<file path="src/verilog/ebpm_map.vh">
// register map, field positions and reset values of the bus control pin multiplexer
`ifndef EBPM_MAP_VH
`define EBPM_MAP_VH

// register byte offsets
`define EBPM_FUNC_EN_OFS 8'h00
`define EBPM_PORT_OUT_OFS 8'h04
`define EBPM_PORT_DIR_OFS 8'h08
`define EBPM_PIN_LEVEL_OFS 8'h0C
`define EBPM_STATUS_OFS 8'h10

// function enable register fields
`define EBPM_FE_CHIP_SELECT_3 0
`define EBPM_FE_READY_INPUT 1
`define EBPM_FE_BUS_GRANT_ACK 2
`define EBPM_FE_BUS_RELEASE_REQ 3
`define EBPM_FE_WRITE_STROBE_UPPER 4
`define EBPM_FE_SYSTEM_CLOCK_OUT 5
`define EBPM_FE_MEMORY_CLOCK_OUT 6
`define EBPM_FE_ADDRESS_STROBE 7
`define EBPM_FE_EXT_BUS_MODE 8
`define EBPM_FE_WIDTH 9
`define EBPM_FUNC_EN_RST 9'h000

// pin index in port out, port dir and pin level registers
`define EBPM_PIN_PORT_A_BIT3 0
`define EBPM_PIN_PORT8_BIT0 1
`define EBPM_PIN_PORT8_BIT1 2
`define EBPM_PIN_PORT8_BIT2 3
`define EBPM_PIN_PORT8_BIT3 4
`define EBPM_PIN_PORT8_BIT4 5
`define EBPM_PIN_PORT8_BIT5 6
`define EBPM_PIN_PORT9_BIT0 7
`define EBPM_PIN_PORT9_BIT2 8
`define EBPM_PIN_PORT9_BIT4 9
`define EBPM_PIN_COUNT 10
`define EBPM_PORT_OUT_RST 10'h000
`define EBPM_PORT_DIR_RST 10'h000

// status register fields
`define EBPM_ST_RELEASED 0
`define EBPM_ST_RELEASE_REQ 1
`define EBPM_ST_SLEEP 2
`define EBPM_ST_STOP 3

`endif

</file>
<file path="src/verilog/ebpm_pin_mux.v">
// external bus control pin multiplexer with apb register slave
// Behaviour
// - shared pin drives chip_select_3 when enabled and bus not released; port_a_bit3 when disabled.
// - ready_input sampled only while enabled; otherwise pin is port8_bit0.
// - bus_grant_ack driven low while bus released, when enabled; else port8_bit1.
// - high bus_release_request asks release; honoured only when enabled; else port8_bit2.
// - read_strobe driven in external bus mode while bus not released; port8_bit3 in single-chip mode.
// - write_strobe_low driven in external bus mode while bus not released; port8_bit4 in single-chip mode.
// - write_strobe_upper needs its enable and external bus mode; else port8_bit5.
// - system_clock_out follows external bus clock, stops only in stop mode; else port9_bit0.
// - memory_clock_out follows bus clock, stops in sleep and stop; else port9_bit2.
// - address_strobe driven when enabled and bus not released; pin is port9_bit4 when disabled.
`timescale 1ns/1ps
`include "ebpm_map.vh"

module ebpm_pin_mux #(
  parameter NPIN = `EBPM_PIN_COUNT
) (
  input wire SYS_CLK,
  input wire RST,
  input wire PSEL,
  input wire PENABLE,
  input wire PWRITE,
  input wire [7:0] PADDR,
  input wire [31:0] PWDATA,
  output wire [31:0] PRDATA,
  output wire PREADY,
  output wire PSLVERR,
  input wire EXT_BUS_CLK,
  input wire SLEEP_MODE,
  input wire STOP_MODE,
  input wire BUS_IDLE,
  input wire CHIP_SELECT_3_N,
  input wire READ_STROBE_N,
  input wire WRITE_STROBE_LOW_N,
  input wire WRITE_STROBE_UPPER_N,
  input wire ADDRESS_STROBE_N,
  output wire READY_INPUT,
  output wire BUS_RELEASED,
  output wire [3:0] CAPTURE_IN,
  input wire PIN_CHIP_SELECT_3_I,
  output wire PIN_CHIP_SELECT_3_O,
  output wire PIN_CHIP_SELECT_3_OE,
  input wire PIN_READY_INPUT_I,
  output wire PIN_READY_INPUT_O,
  output wire PIN_READY_INPUT_OE,
  input wire PIN_BUS_GRANT_ACK_I,
  output wire PIN_BUS_GRANT_ACK_O,
  output wire PIN_BUS_GRANT_ACK_OE,
  input wire PIN_BUS_RELEASE_REQUEST_I,
  output wire PIN_BUS_RELEASE_REQUEST_O,
  output wire PIN_BUS_RELEASE_REQUEST_OE,
  input wire PIN_READ_STROBE_I,
  output wire PIN_READ_STROBE_O,
  output wire PIN_READ_STROBE_OE,
  input wire PIN_WRITE_STROBE_LOW_I,
  output wire PIN_WRITE_STROBE_LOW_O,
  output wire PIN_WRITE_STROBE_LOW_OE,
  input wire PIN_WRITE_STROBE_UPPER_I,
  output wire PIN_WRITE_STROBE_UPPER_O,
  output wire PIN_WRITE_STROBE_UPPER_OE,
  input wire PIN_SYSTEM_CLOCK_OUT_I,
  output wire PIN_SYSTEM_CLOCK_OUT_O,
  output wire PIN_SYSTEM_CLOCK_OUT_OE,
  input wire PIN_MEMORY_CLOCK_OUT_I,
  output wire PIN_MEMORY_CLOCK_OUT_O,
  output wire PIN_MEMORY_CLOCK_OUT_OE,
  input wire PIN_ADDRESS_STROBE_I,
  output wire PIN_ADDRESS_STROBE_O,
  output wire PIN_ADDRESS_STROBE_OE
);

  // register state
  reg [`EBPM_FE_WIDTH-1:0] func_en_r;
  reg [NPIN-1:0] port_out_r;
  reg [NPIN-1:0] port_dir_r;
  reg [31:0] prdata_r;
  reg pready_r;
  reg pslverr_r;

  // synchronisers
  reg [NPIN-1:0] pin_meta_r;
  reg [NPIN-1:0] pin_sync_r;
  reg clk_meta_r;
  reg clk_sync_r;

  // pin and side outputs
  reg [NPIN-1:0] pin_o_r;
  reg [NPIN-1:0] pin_oe_r;
  reg [NPIN-1:0] pin_o_nxt;
  reg [NPIN-1:0] pin_oe_nxt;
  reg released_r;
  reg released_nxt;
  reg ready_r;
  reg [3:0] capture_r;

  wire [NPIN-1:0] pin_i;
  wire setup_ph;
  wire access_ph;
  wire wr_en;
  wire ext_mode;
  wire release_req;
  wire sys_clk_run;
  wire mem_clk_run;

  // one-hot selects returned by reg_hit
  localparam hit_none = 5'h00;
  localparam hit_func_en = 5'h01;
  localparam hit_port_out = 5'h02;
  localparam hit_port_dir = 5'h04;
  localparam hit_pin_level = 5'h08;
  localparam hit_status = 5'h10;

  // pick port driver or function driver for one pin
  function [1:0] pin_mux;
    input fn_sel;
    input fn_oe;
    input fn_val;
    input prt_oe;
    input prt_val;
    begin
      if (fn_sel)
        pin_mux = {fn_oe, fn_val};
      else
        pin_mux = {prt_oe, prt_val};
    end
  endfunction

  // register select decode, shared by read and write paths
  function [4:0] reg_hit;
    input [7:0] addr;
    begin
      reg_hit = hit_none;
      case (addr)
        `EBPM_FUNC_EN_OFS: reg_hit = hit_func_en;
        `EBPM_PORT_OUT_OFS: reg_hit = hit_port_out;
        `EBPM_PORT_DIR_OFS: reg_hit = hit_port_dir;
        `EBPM_PIN_LEVEL_OFS: reg_hit = hit_pin_level;
        `EBPM_STATUS_OFS: reg_hit = hit_status;
        default: reg_hit = hit_none;
      endcase
    end
  endfunction

  assign pin_i = {PIN_ADDRESS_STROBE_I, PIN_MEMORY_CLOCK_OUT_I, PIN_SYSTEM_CLOCK_OUT_I,
                  PIN_WRITE_STROBE_UPPER_I, PIN_WRITE_STROBE_LOW_I, PIN_READ_STROBE_I,
                  PIN_BUS_RELEASE_REQUEST_I, PIN_BUS_GRANT_ACK_I, PIN_READY_INPUT_I,
                  PIN_CHIP_SELECT_3_I};

  // pins and the bus clock come from outside, two flops before use
  always @(posedge SYS_CLK)
  begin
    if (RST)
    begin
      pin_meta_r <= {NPIN{1'b0}};
      pin_sync_r <= {NPIN{1'b0}};
      clk_meta_r <= 1'b0;
      clk_sync_r <= 1'b0;
    end
    else
    begin
      pin_meta_r <= pin_i;
      pin_sync_r <= pin_meta_r;
      clk_meta_r <= EXT_BUS_CLK;
      clk_sync_r <= clk_meta_r;
    end
  end

  // apb: zero wait states, pready raised from the setup cycle
  assign setup_ph = PSEL & ~PENABLE;
  assign access_ph = PSEL & PENABLE & pready_r;
  assign wr_en = access_ph & PWRITE;

  always @(posedge SYS_CLK)
  begin
    if (RST)
    begin
      pready_r <= 1'b0;
      pslverr_r <= 1'b0;
      prdata_r <= 32'h00000000;
    end
    else
    begin
      pready_r <= setup_ph;
      pslverr_r <= setup_ph & (reg_hit(PADDR) == hit_none);
      prdata_r <= 32'h00000000;
      if (setup_ph & ~PWRITE)
      begin
        case (reg_hit(PADDR))
          hit_func_en: prdata_r <= {{(32-`EBPM_FE_WIDTH){1'b0}}, func_en_r};
          hit_port_out: prdata_r <= {{(32-NPIN){1'b0}}, port_out_r};
          hit_port_dir: prdata_r <= {{(32-NPIN){1'b0}}, port_dir_r};
          hit_pin_level: prdata_r <= {{(32-NPIN){1'b0}}, pin_sync_r};
          hit_status: prdata_r <= {28'h0000000, STOP_MODE, SLEEP_MODE, release_req, released_r};
          default: prdata_r <= 32'h00000000;
        endcase
      end
    end
  end

  // writable registers; pin level and status are read-only
  always @(posedge SYS_CLK)
  begin
    if (RST)
    begin
      func_en_r <= `EBPM_FUNC_EN_RST;
      port_out_r <= `EBPM_PORT_OUT_RST;
      port_dir_r <= `EBPM_PORT_DIR_RST;
    end
    else if (wr_en)
    begin
      // pin level, status and unmapped offsets keep their value
      case (reg_hit(PADDR))
        hit_func_en: func_en_r <= PWDATA[`EBPM_FE_WIDTH-1:0];
        hit_port_out: port_out_r <= PWDATA[NPIN-1:0];
        hit_port_dir: port_dir_r <= PWDATA[NPIN-1:0];
        default: func_en_r <= func_en_r;
      endcase
    end
  end

  assign ext_mode = func_en_r[`EBPM_FE_EXT_BUS_MODE];
  assign release_req = func_en_r[`EBPM_FE_BUS_RELEASE_REQ] & pin_sync_r[`EBPM_PIN_PORT8_BIT2];
  assign sys_clk_run = clk_sync_r & ~STOP_MODE;
  assign mem_clk_run = clk_sync_r & ~STOP_MODE & ~SLEEP_MODE;

  // release waits for an idle bus so no cycle is cut short
  always @*
  begin
    released_nxt = released_r;
    // grant once the bus is idle
    if (release_req & BUS_IDLE)
      released_nxt = 1'b1;
    if (~release_req)
      released_nxt = 1'b0;
  end

  always @*
  begin
    pin_o_nxt = {NPIN{1'b0}};
    pin_oe_nxt = {NPIN{1'b0}};
    {pin_oe_nxt[0], pin_o_nxt[0]} = pin_mux(func_en_r[`EBPM_FE_CHIP_SELECT_3], ~released_nxt,
      CHIP_SELECT_3_N, port_dir_r[0], port_out_r[0]);
    // ready input keeps the driver off
    {pin_oe_nxt[1], pin_o_nxt[1]} = pin_mux(func_en_r[`EBPM_FE_READY_INPUT], 1'b0, 1'b0,
      port_dir_r[1], port_out_r[1]);
    {pin_oe_nxt[2], pin_o_nxt[2]} = pin_mux(func_en_r[`EBPM_FE_BUS_GRANT_ACK], 1'b1,
      ~released_nxt, port_dir_r[2], port_out_r[2]);
    {pin_oe_nxt[3], pin_o_nxt[3]} = pin_mux(func_en_r[`EBPM_FE_BUS_RELEASE_REQ], 1'b0, 1'b0,
      port_dir_r[3], port_out_r[3]);
    // read strobe in external bus mode
    {pin_oe_nxt[4], pin_o_nxt[4]} = pin_mux(ext_mode, ~released_nxt, READ_STROBE_N,
      port_dir_r[4], port_out_r[4]);
    // low write strobe in external bus mode
    {pin_oe_nxt[5], pin_o_nxt[5]} = pin_mux(ext_mode, ~released_nxt, WRITE_STROBE_LOW_N,
      port_dir_r[5], port_out_r[5]);
    // upper strobe needs enable and mode
    {pin_oe_nxt[6], pin_o_nxt[6]} = pin_mux(ext_mode & func_en_r[`EBPM_FE_WRITE_STROBE_UPPER],
      ~released_nxt, WRITE_STROBE_UPPER_N, port_dir_r[6], port_out_r[6]);
    {pin_oe_nxt[7], pin_o_nxt[7]} = pin_mux(func_en_r[`EBPM_FE_SYSTEM_CLOCK_OUT], 1'b1,
      sys_clk_run, port_dir_r[7], port_out_r[7]);
    {pin_oe_nxt[8], pin_o_nxt[8]} = pin_mux(func_en_r[`EBPM_FE_MEMORY_CLOCK_OUT], 1'b1,
      mem_clk_run, port_dir_r[8], port_out_r[8]);
    {pin_oe_nxt[9], pin_o_nxt[9]} = pin_mux(func_en_r[`EBPM_FE_ADDRESS_STROBE], ~released_nxt,
      ADDRESS_STROBE_N, port_dir_r[9], port_out_r[9]);
  end

  // every pin and side output leaves from a flop
  always @(posedge SYS_CLK)
  begin
    if (RST)
    begin
      pin_o_r <= {NPIN{1'b0}};
      pin_oe_r <= {NPIN{1'b0}};
      released_r <= 1'b0;
    end
    else
    begin
      pin_o_r <= pin_o_nxt;
      pin_oe_r <= pin_oe_nxt;
      released_r <= released_nxt;
    end
  end

  // side inputs for the bus controller and the capture unit
  // ready idles high so a disabled input never stretches a bus cycle
  always @(posedge SYS_CLK)
  begin
    if (RST)
    begin
      ready_r <= 1'b1;
      capture_r <= 4'h0;
    end
    else
    begin
      // ready only while enabled, else no wait
      ready_r <= ~func_en_r[`EBPM_FE_READY_INPUT] | pin_sync_r[`EBPM_PIN_PORT8_BIT0];
      // capture sees the pin; a driven port would override it
      capture_r <= {pin_sync_r[`EBPM_PIN_PORT8_BIT5], pin_sync_r[`EBPM_PIN_PORT8_BIT2],
                    pin_sync_r[`EBPM_PIN_PORT8_BIT1], pin_sync_r[`EBPM_PIN_PORT8_BIT0]};
    end
  end

  // clock outputs are the bus clock resampled, so jitter is one sys_clk period
  assign PRDATA = prdata_r;
  assign PREADY = pready_r;
  assign PSLVERR = pslverr_r;
  assign READY_INPUT = ready_r;
  assign BUS_RELEASED = released_r;
  assign CAPTURE_IN = capture_r;
  assign PIN_CHIP_SELECT_3_O = pin_o_r[0];
  assign PIN_CHIP_SELECT_3_OE = pin_oe_r[0];
  assign PIN_READY_INPUT_O = pin_o_r[1];
  assign PIN_READY_INPUT_OE = pin_oe_r[1];
  assign PIN_BUS_GRANT_ACK_O = pin_o_r[2];
  assign PIN_BUS_GRANT_ACK_OE = pin_oe_r[2];
  assign PIN_BUS_RELEASE_REQUEST_O = pin_o_r[3];
  assign PIN_BUS_RELEASE_REQUEST_OE = pin_oe_r[3];
  assign PIN_READ_STROBE_O = pin_o_r[4];
  assign PIN_READ_STROBE_OE = pin_oe_r[4];
  assign PIN_WRITE_STROBE_LOW_O = pin_o_r[5];
  assign PIN_WRITE_STROBE_LOW_OE = pin_oe_r[5];
  assign PIN_WRITE_STROBE_UPPER_O = pin_o_r[6];
  assign PIN_WRITE_STROBE_UPPER_OE = pin_oe_r[6];
  assign PIN_SYSTEM_CLOCK_OUT_O = pin_o_r[7];
  assign PIN_SYSTEM_CLOCK_OUT_OE = pin_oe_r[7];
  assign PIN_MEMORY_CLOCK_OUT_O = pin_o_r[8];
  assign PIN_MEMORY_CLOCK_OUT_OE = pin_oe_r[8];
  assign PIN_ADDRESS_STROBE_O = pin_o_r[9];
  assign PIN_ADDRESS_STROBE_OE = pin_oe_r[9];

endmodule
</file>
<file path="config.mk">
export PLATFORM = sky130hd
export DESIGN_NAME = ebpm_pin_mux
export DESIGN_NICKNAME = d
export VERILOG_FILES = /design/src/verilog/ebpm_pin_mux.v
export VERILOG_INCLUDE_DIRS = /design/src /design/src/verilog
export SDC_FILE = /design/constraint.sdc
export NUM_CORES = 1
export LEC_CHECK = 0
export BUFFER_PORTS_ARGS = -buffer_cell sky130_fd_sc_hd__buf_2
export CAP_MARGIN = 20
export CORE_ASPECT_RATIO = 0.75
export CORE_MARGIN = 1.5
export CORE_UTILIZATION = 42
export CTS_CLUSTER_DIAMETER = 200
export DETAILED_ROUTE_END_ITERATION = 10
export PLACE_DENSITY = 0.75
export SYNTH_ARGS = -nofsm -noshare
export SYNTH_HDL_FRONTEND = slang
export SYNTH_SLANG_ARGS = --single-unit
</file>
<file path="constraint.sdc">
create_clock -name SYS_CLK -period 4.95 [get_ports SYS_CLK]
set_clock_uncertainty 0.2 [all_clocks]
set_input_delay 0.495 -clock SYS_CLK [delete_from_list [all_inputs] [get_ports SYS_CLK]]
set_output_delay 0.495 -clock SYS_CLK [all_outputs]
set_load 0.005 [all_outputs]
</file>
==> summary.txt <==
Outcome
  • Status: completed

Routing
  • Total number of vias: between 2,000 and 2,500
  • Via density: 4.690
  • DRC Markers: 0
  • Wire per inst: 13.72 um
  • Routed Antenna Nets: 0
  • Initial DRT Pass Iterations: 4
  • DRT Wirelength: 6940 um
  • DR iter-0 viols: 93

STA
  • Period utilization: 0.4275
  • F_max: 0.4725 GHz
  • Final Critical Period: 2.116 ns
  • Setup violators final: 0
  • Max-Slew Margin vs Limit: 0.5983
  • Hold Violations, Final: 0
  • Setup TNS: 0 ns
  • Unrepaired setup endpoints after global routing: no
  • Worst Tran Pin Value: 0.6025 ns
  • Setup ws final: 2.834 ns
  • Fin. max-slew vios: 0

Worst setup path
  • RR Endpoint: port_out_r[2]
  • Max FO, Critical Path: 19
  • Reg2reg path depth: 3
  • Setup CP Type: input pin to flop
  • Reg2Reg Setup Slack: 3.29 ns
  • Worst EP arrival: 2.13 ns
  • CP required: between 4 and 5 ns
  • Startpoint Class: input pin
  • R2R Path Start: PREADY
  • CP endpoint kind: flop

Die
  • FP Rows: 28
  • Core Area: between 0.007 and 0.008 mm2
  • Starting Density: 0.4361
  • Die area: 0.008818 mm2
  • Ports: 124
  • Die width: 107.9 um
  • Die Y: 81.70 um

Worst hold path
  • Worst Hold Path EP: pin_meta_r[1]
  • Worst hold path cell count: 2
  • Min-Delay Path Class: input pin to flop
  • HP Start: PIN_READY_INPUT_I

Clocking
  • Setup Fix Bufs, Post-CTS: 0
  • CTS-repair resized insts: 0
  • CTS tree: done
  • H-tree depth: 3
  • Clock Sinks: 89
  • Hold_buf cts: 0
  • CTS buffer count: 9
  • Clk Tree Root Cell: clkbuf_8
  • Max Root-Sink Buffers: 2
  • Skew-Pair Late Insertion Delay: between 0.3 and 0.4 ns
  • Worst-path clk slew: 0.08 ns

Power and ir drop
  • Power per cell area: approximately 330 mW/mm2
  • Maximum vdd drop: 0.1814 mV
  • Pleak: between 1.5 and 2 nW

Synthesis
  • Syn_area_per_cell: 10.77 um2
  • Post-synth top flop: dfxtp_1
  • Gate Count Post-Synth: between 300 and 400
  • Async SR Flop Fraction: 0
  • EDFF count, synth: 0
  • Post-synthesis cell type count: 36
  • Synth Cell Area: 0.003468 mm2
  • Post-synthesis sequential area ratio: 0.5137
  • Ys Warns: 0
  • #FFs+latches synth: between 80 and 90

Cells and area
  • Layout area overhead: 17.32%
  • Final #Nets: 460
  • Antenna Cells: 0
  • Final core occ: 0.5116
  • Commonest non-fill, non-tap cell in the layout: dfxtp_1
  • Finished Cell Area: 0.004069 mm2
  • Most frequent cells in the layout: 89 x dfxtp_1, 79 x buf_2, 40 x nand2b_1
  • Fraction of final layout cells sized beyond drive strength 1: 0.2743

Global routing
  • Total grt overflow: 0
  • Number of global-route vias before repair: 2,209
  • First-pass GRT wire length: 10,940 um
  • Total GRT Usage: 0.1646
  • Largest net degree at the start of global routing: 49
  • Initial antenna violation count: 0

Place
  • Detailed Place HPWL: 4884 um
  • PortBufs: 79
  • Placed Area: 0.003846 mm2
  • Place WS: about 2.5 ns
  • RD Place Congestion: between 0.7 and 0.8

Job
  • Max-cap violations: 0
==> synth_stat cells (2+ instances only) <==
master,instances,area share
o21a_1,2,0.0043
a21oi_1,9,0.013
a211oi_1,3,0.0065
or3b_2,2,0.0051
nand3_1,3,0.0043
nand4_1,2,0.0036
nor2_1,16,0.017
inv_1,2,0.0022
nand2_1,5,0.0054
mux4_2,5,0.032
nor4_1,2,0.0036
dfxtp_1,89,0.51
or4_4,3,0.0097
nor3b_1,6,0.013
nor2b_1,34,0.061
nand2b_1,40,0.072
mux2_2,5,0.016
nand3b_1,2,0.0043
clkbuf_1,11,0.012
mux2i_1,37,0.11
or3_1,4,0.0072
buf_4,23,0.050
buf_1,2,0.0022
a32oi_1,2,0.0051
buf_6,2,0.0065
==> worst max-delay path: stages <==
cell	delay, ns
buf_2	0.40
or3b_2	0.49
or4_4	0.57
mux2i_1	0.17
==> where the power goes <==
group          total [W]  switching [W]  internal, W
clock           0.000542       0.000229     0.000313
combinational  0.0000669      0.0000360    0.0000310
sequential      0.000729     0.00000372     0.000725
==> routing by layer <==
metal / vias up / track usage / wire [um]
li1: 1190 / - / -
met1: 1091 / 0.2211 / 3258
met2: 88 / 0.2554 / 3088
met3: 4 / 0.05635 / 551
met4: 0 / 0.04211 / 42
met5: - / 0 / 0
==> how the worst max path moves through the flow <==
stage	slack (ns)	start	depth (start not counted)	to
finish	2.83	PADDR[2]	4	port_out_r[2]
global route	2.77	PADDR[2]	4	port_out_r[2]
CTS	2.84	PADDR[2]	4	port_out_r[7]
detailed placement	2.47	PADDR[2]	4	port_out_r[7]
global placement	2.50	PADDR[2]	4	port_out_r[4]
floorplan	2.83	PADDR[7]	4	port_dir_r[0]
==> flip-flops by register name, summed over array words and instances, names as in the netlist <==
register / cells
port_dir_r: 10
PRDATA: 10
pin_oe_r: 10
pin_meta_r: 10
clk_sync_r: 1
port_out_r: 10
PREADY: 1
pin_o_r: 10
BUS_RELEASED: 1
func_en_r: 9
CAPTURE_IN: 4
PSLVERR: 1
clk_meta_r: 1
READY_INPUT: 1
pin_sync_r: 10
==> final cells by class <==
cell class / count / area (um2)
Fill cell: 749 / 3884
Sequential cell: 89 / 1782
Multi-Input combinational cell: 213 / 1515
Timing Repair Buffer: 81 / 410.4
Clock buffer: 14 / 162.7
Tap cell: 105 / 131.4
Clock inverter: 2 / 60.06
Inverter: 2 / 7.507
==> kinds of logic (layout without fill, tap and decap cells) <==
kind of cell,after synthesis,after routing,share of synthesized area
other cells,1,22,0.001081
simple gates,123,123,0.2161
buf+inv,41,99,0.07395
mux,47,47,0.1555
flops,89,89,0.5137
compound gates,21,21,0.03968
==> stage by stage <==
| stage | std cells | hold WS (ns) | power, W |
|---|---|---|---|
| after floorplan | 343 | 0.1929 | 0.0007967 |
| after global placement | 490 | 0.2166 | 0.0008112 |
| after detailed placement | 490 | 0.2220 | 0.0008119 |
| after CTS | 506 | 0.1384 | 0.001352 |
| after global routing | 506 | 0.1494 | 0.001394 |
| final | 506 | 0.1585 | 0.001337 |
(Power assumes the default switching activity.)
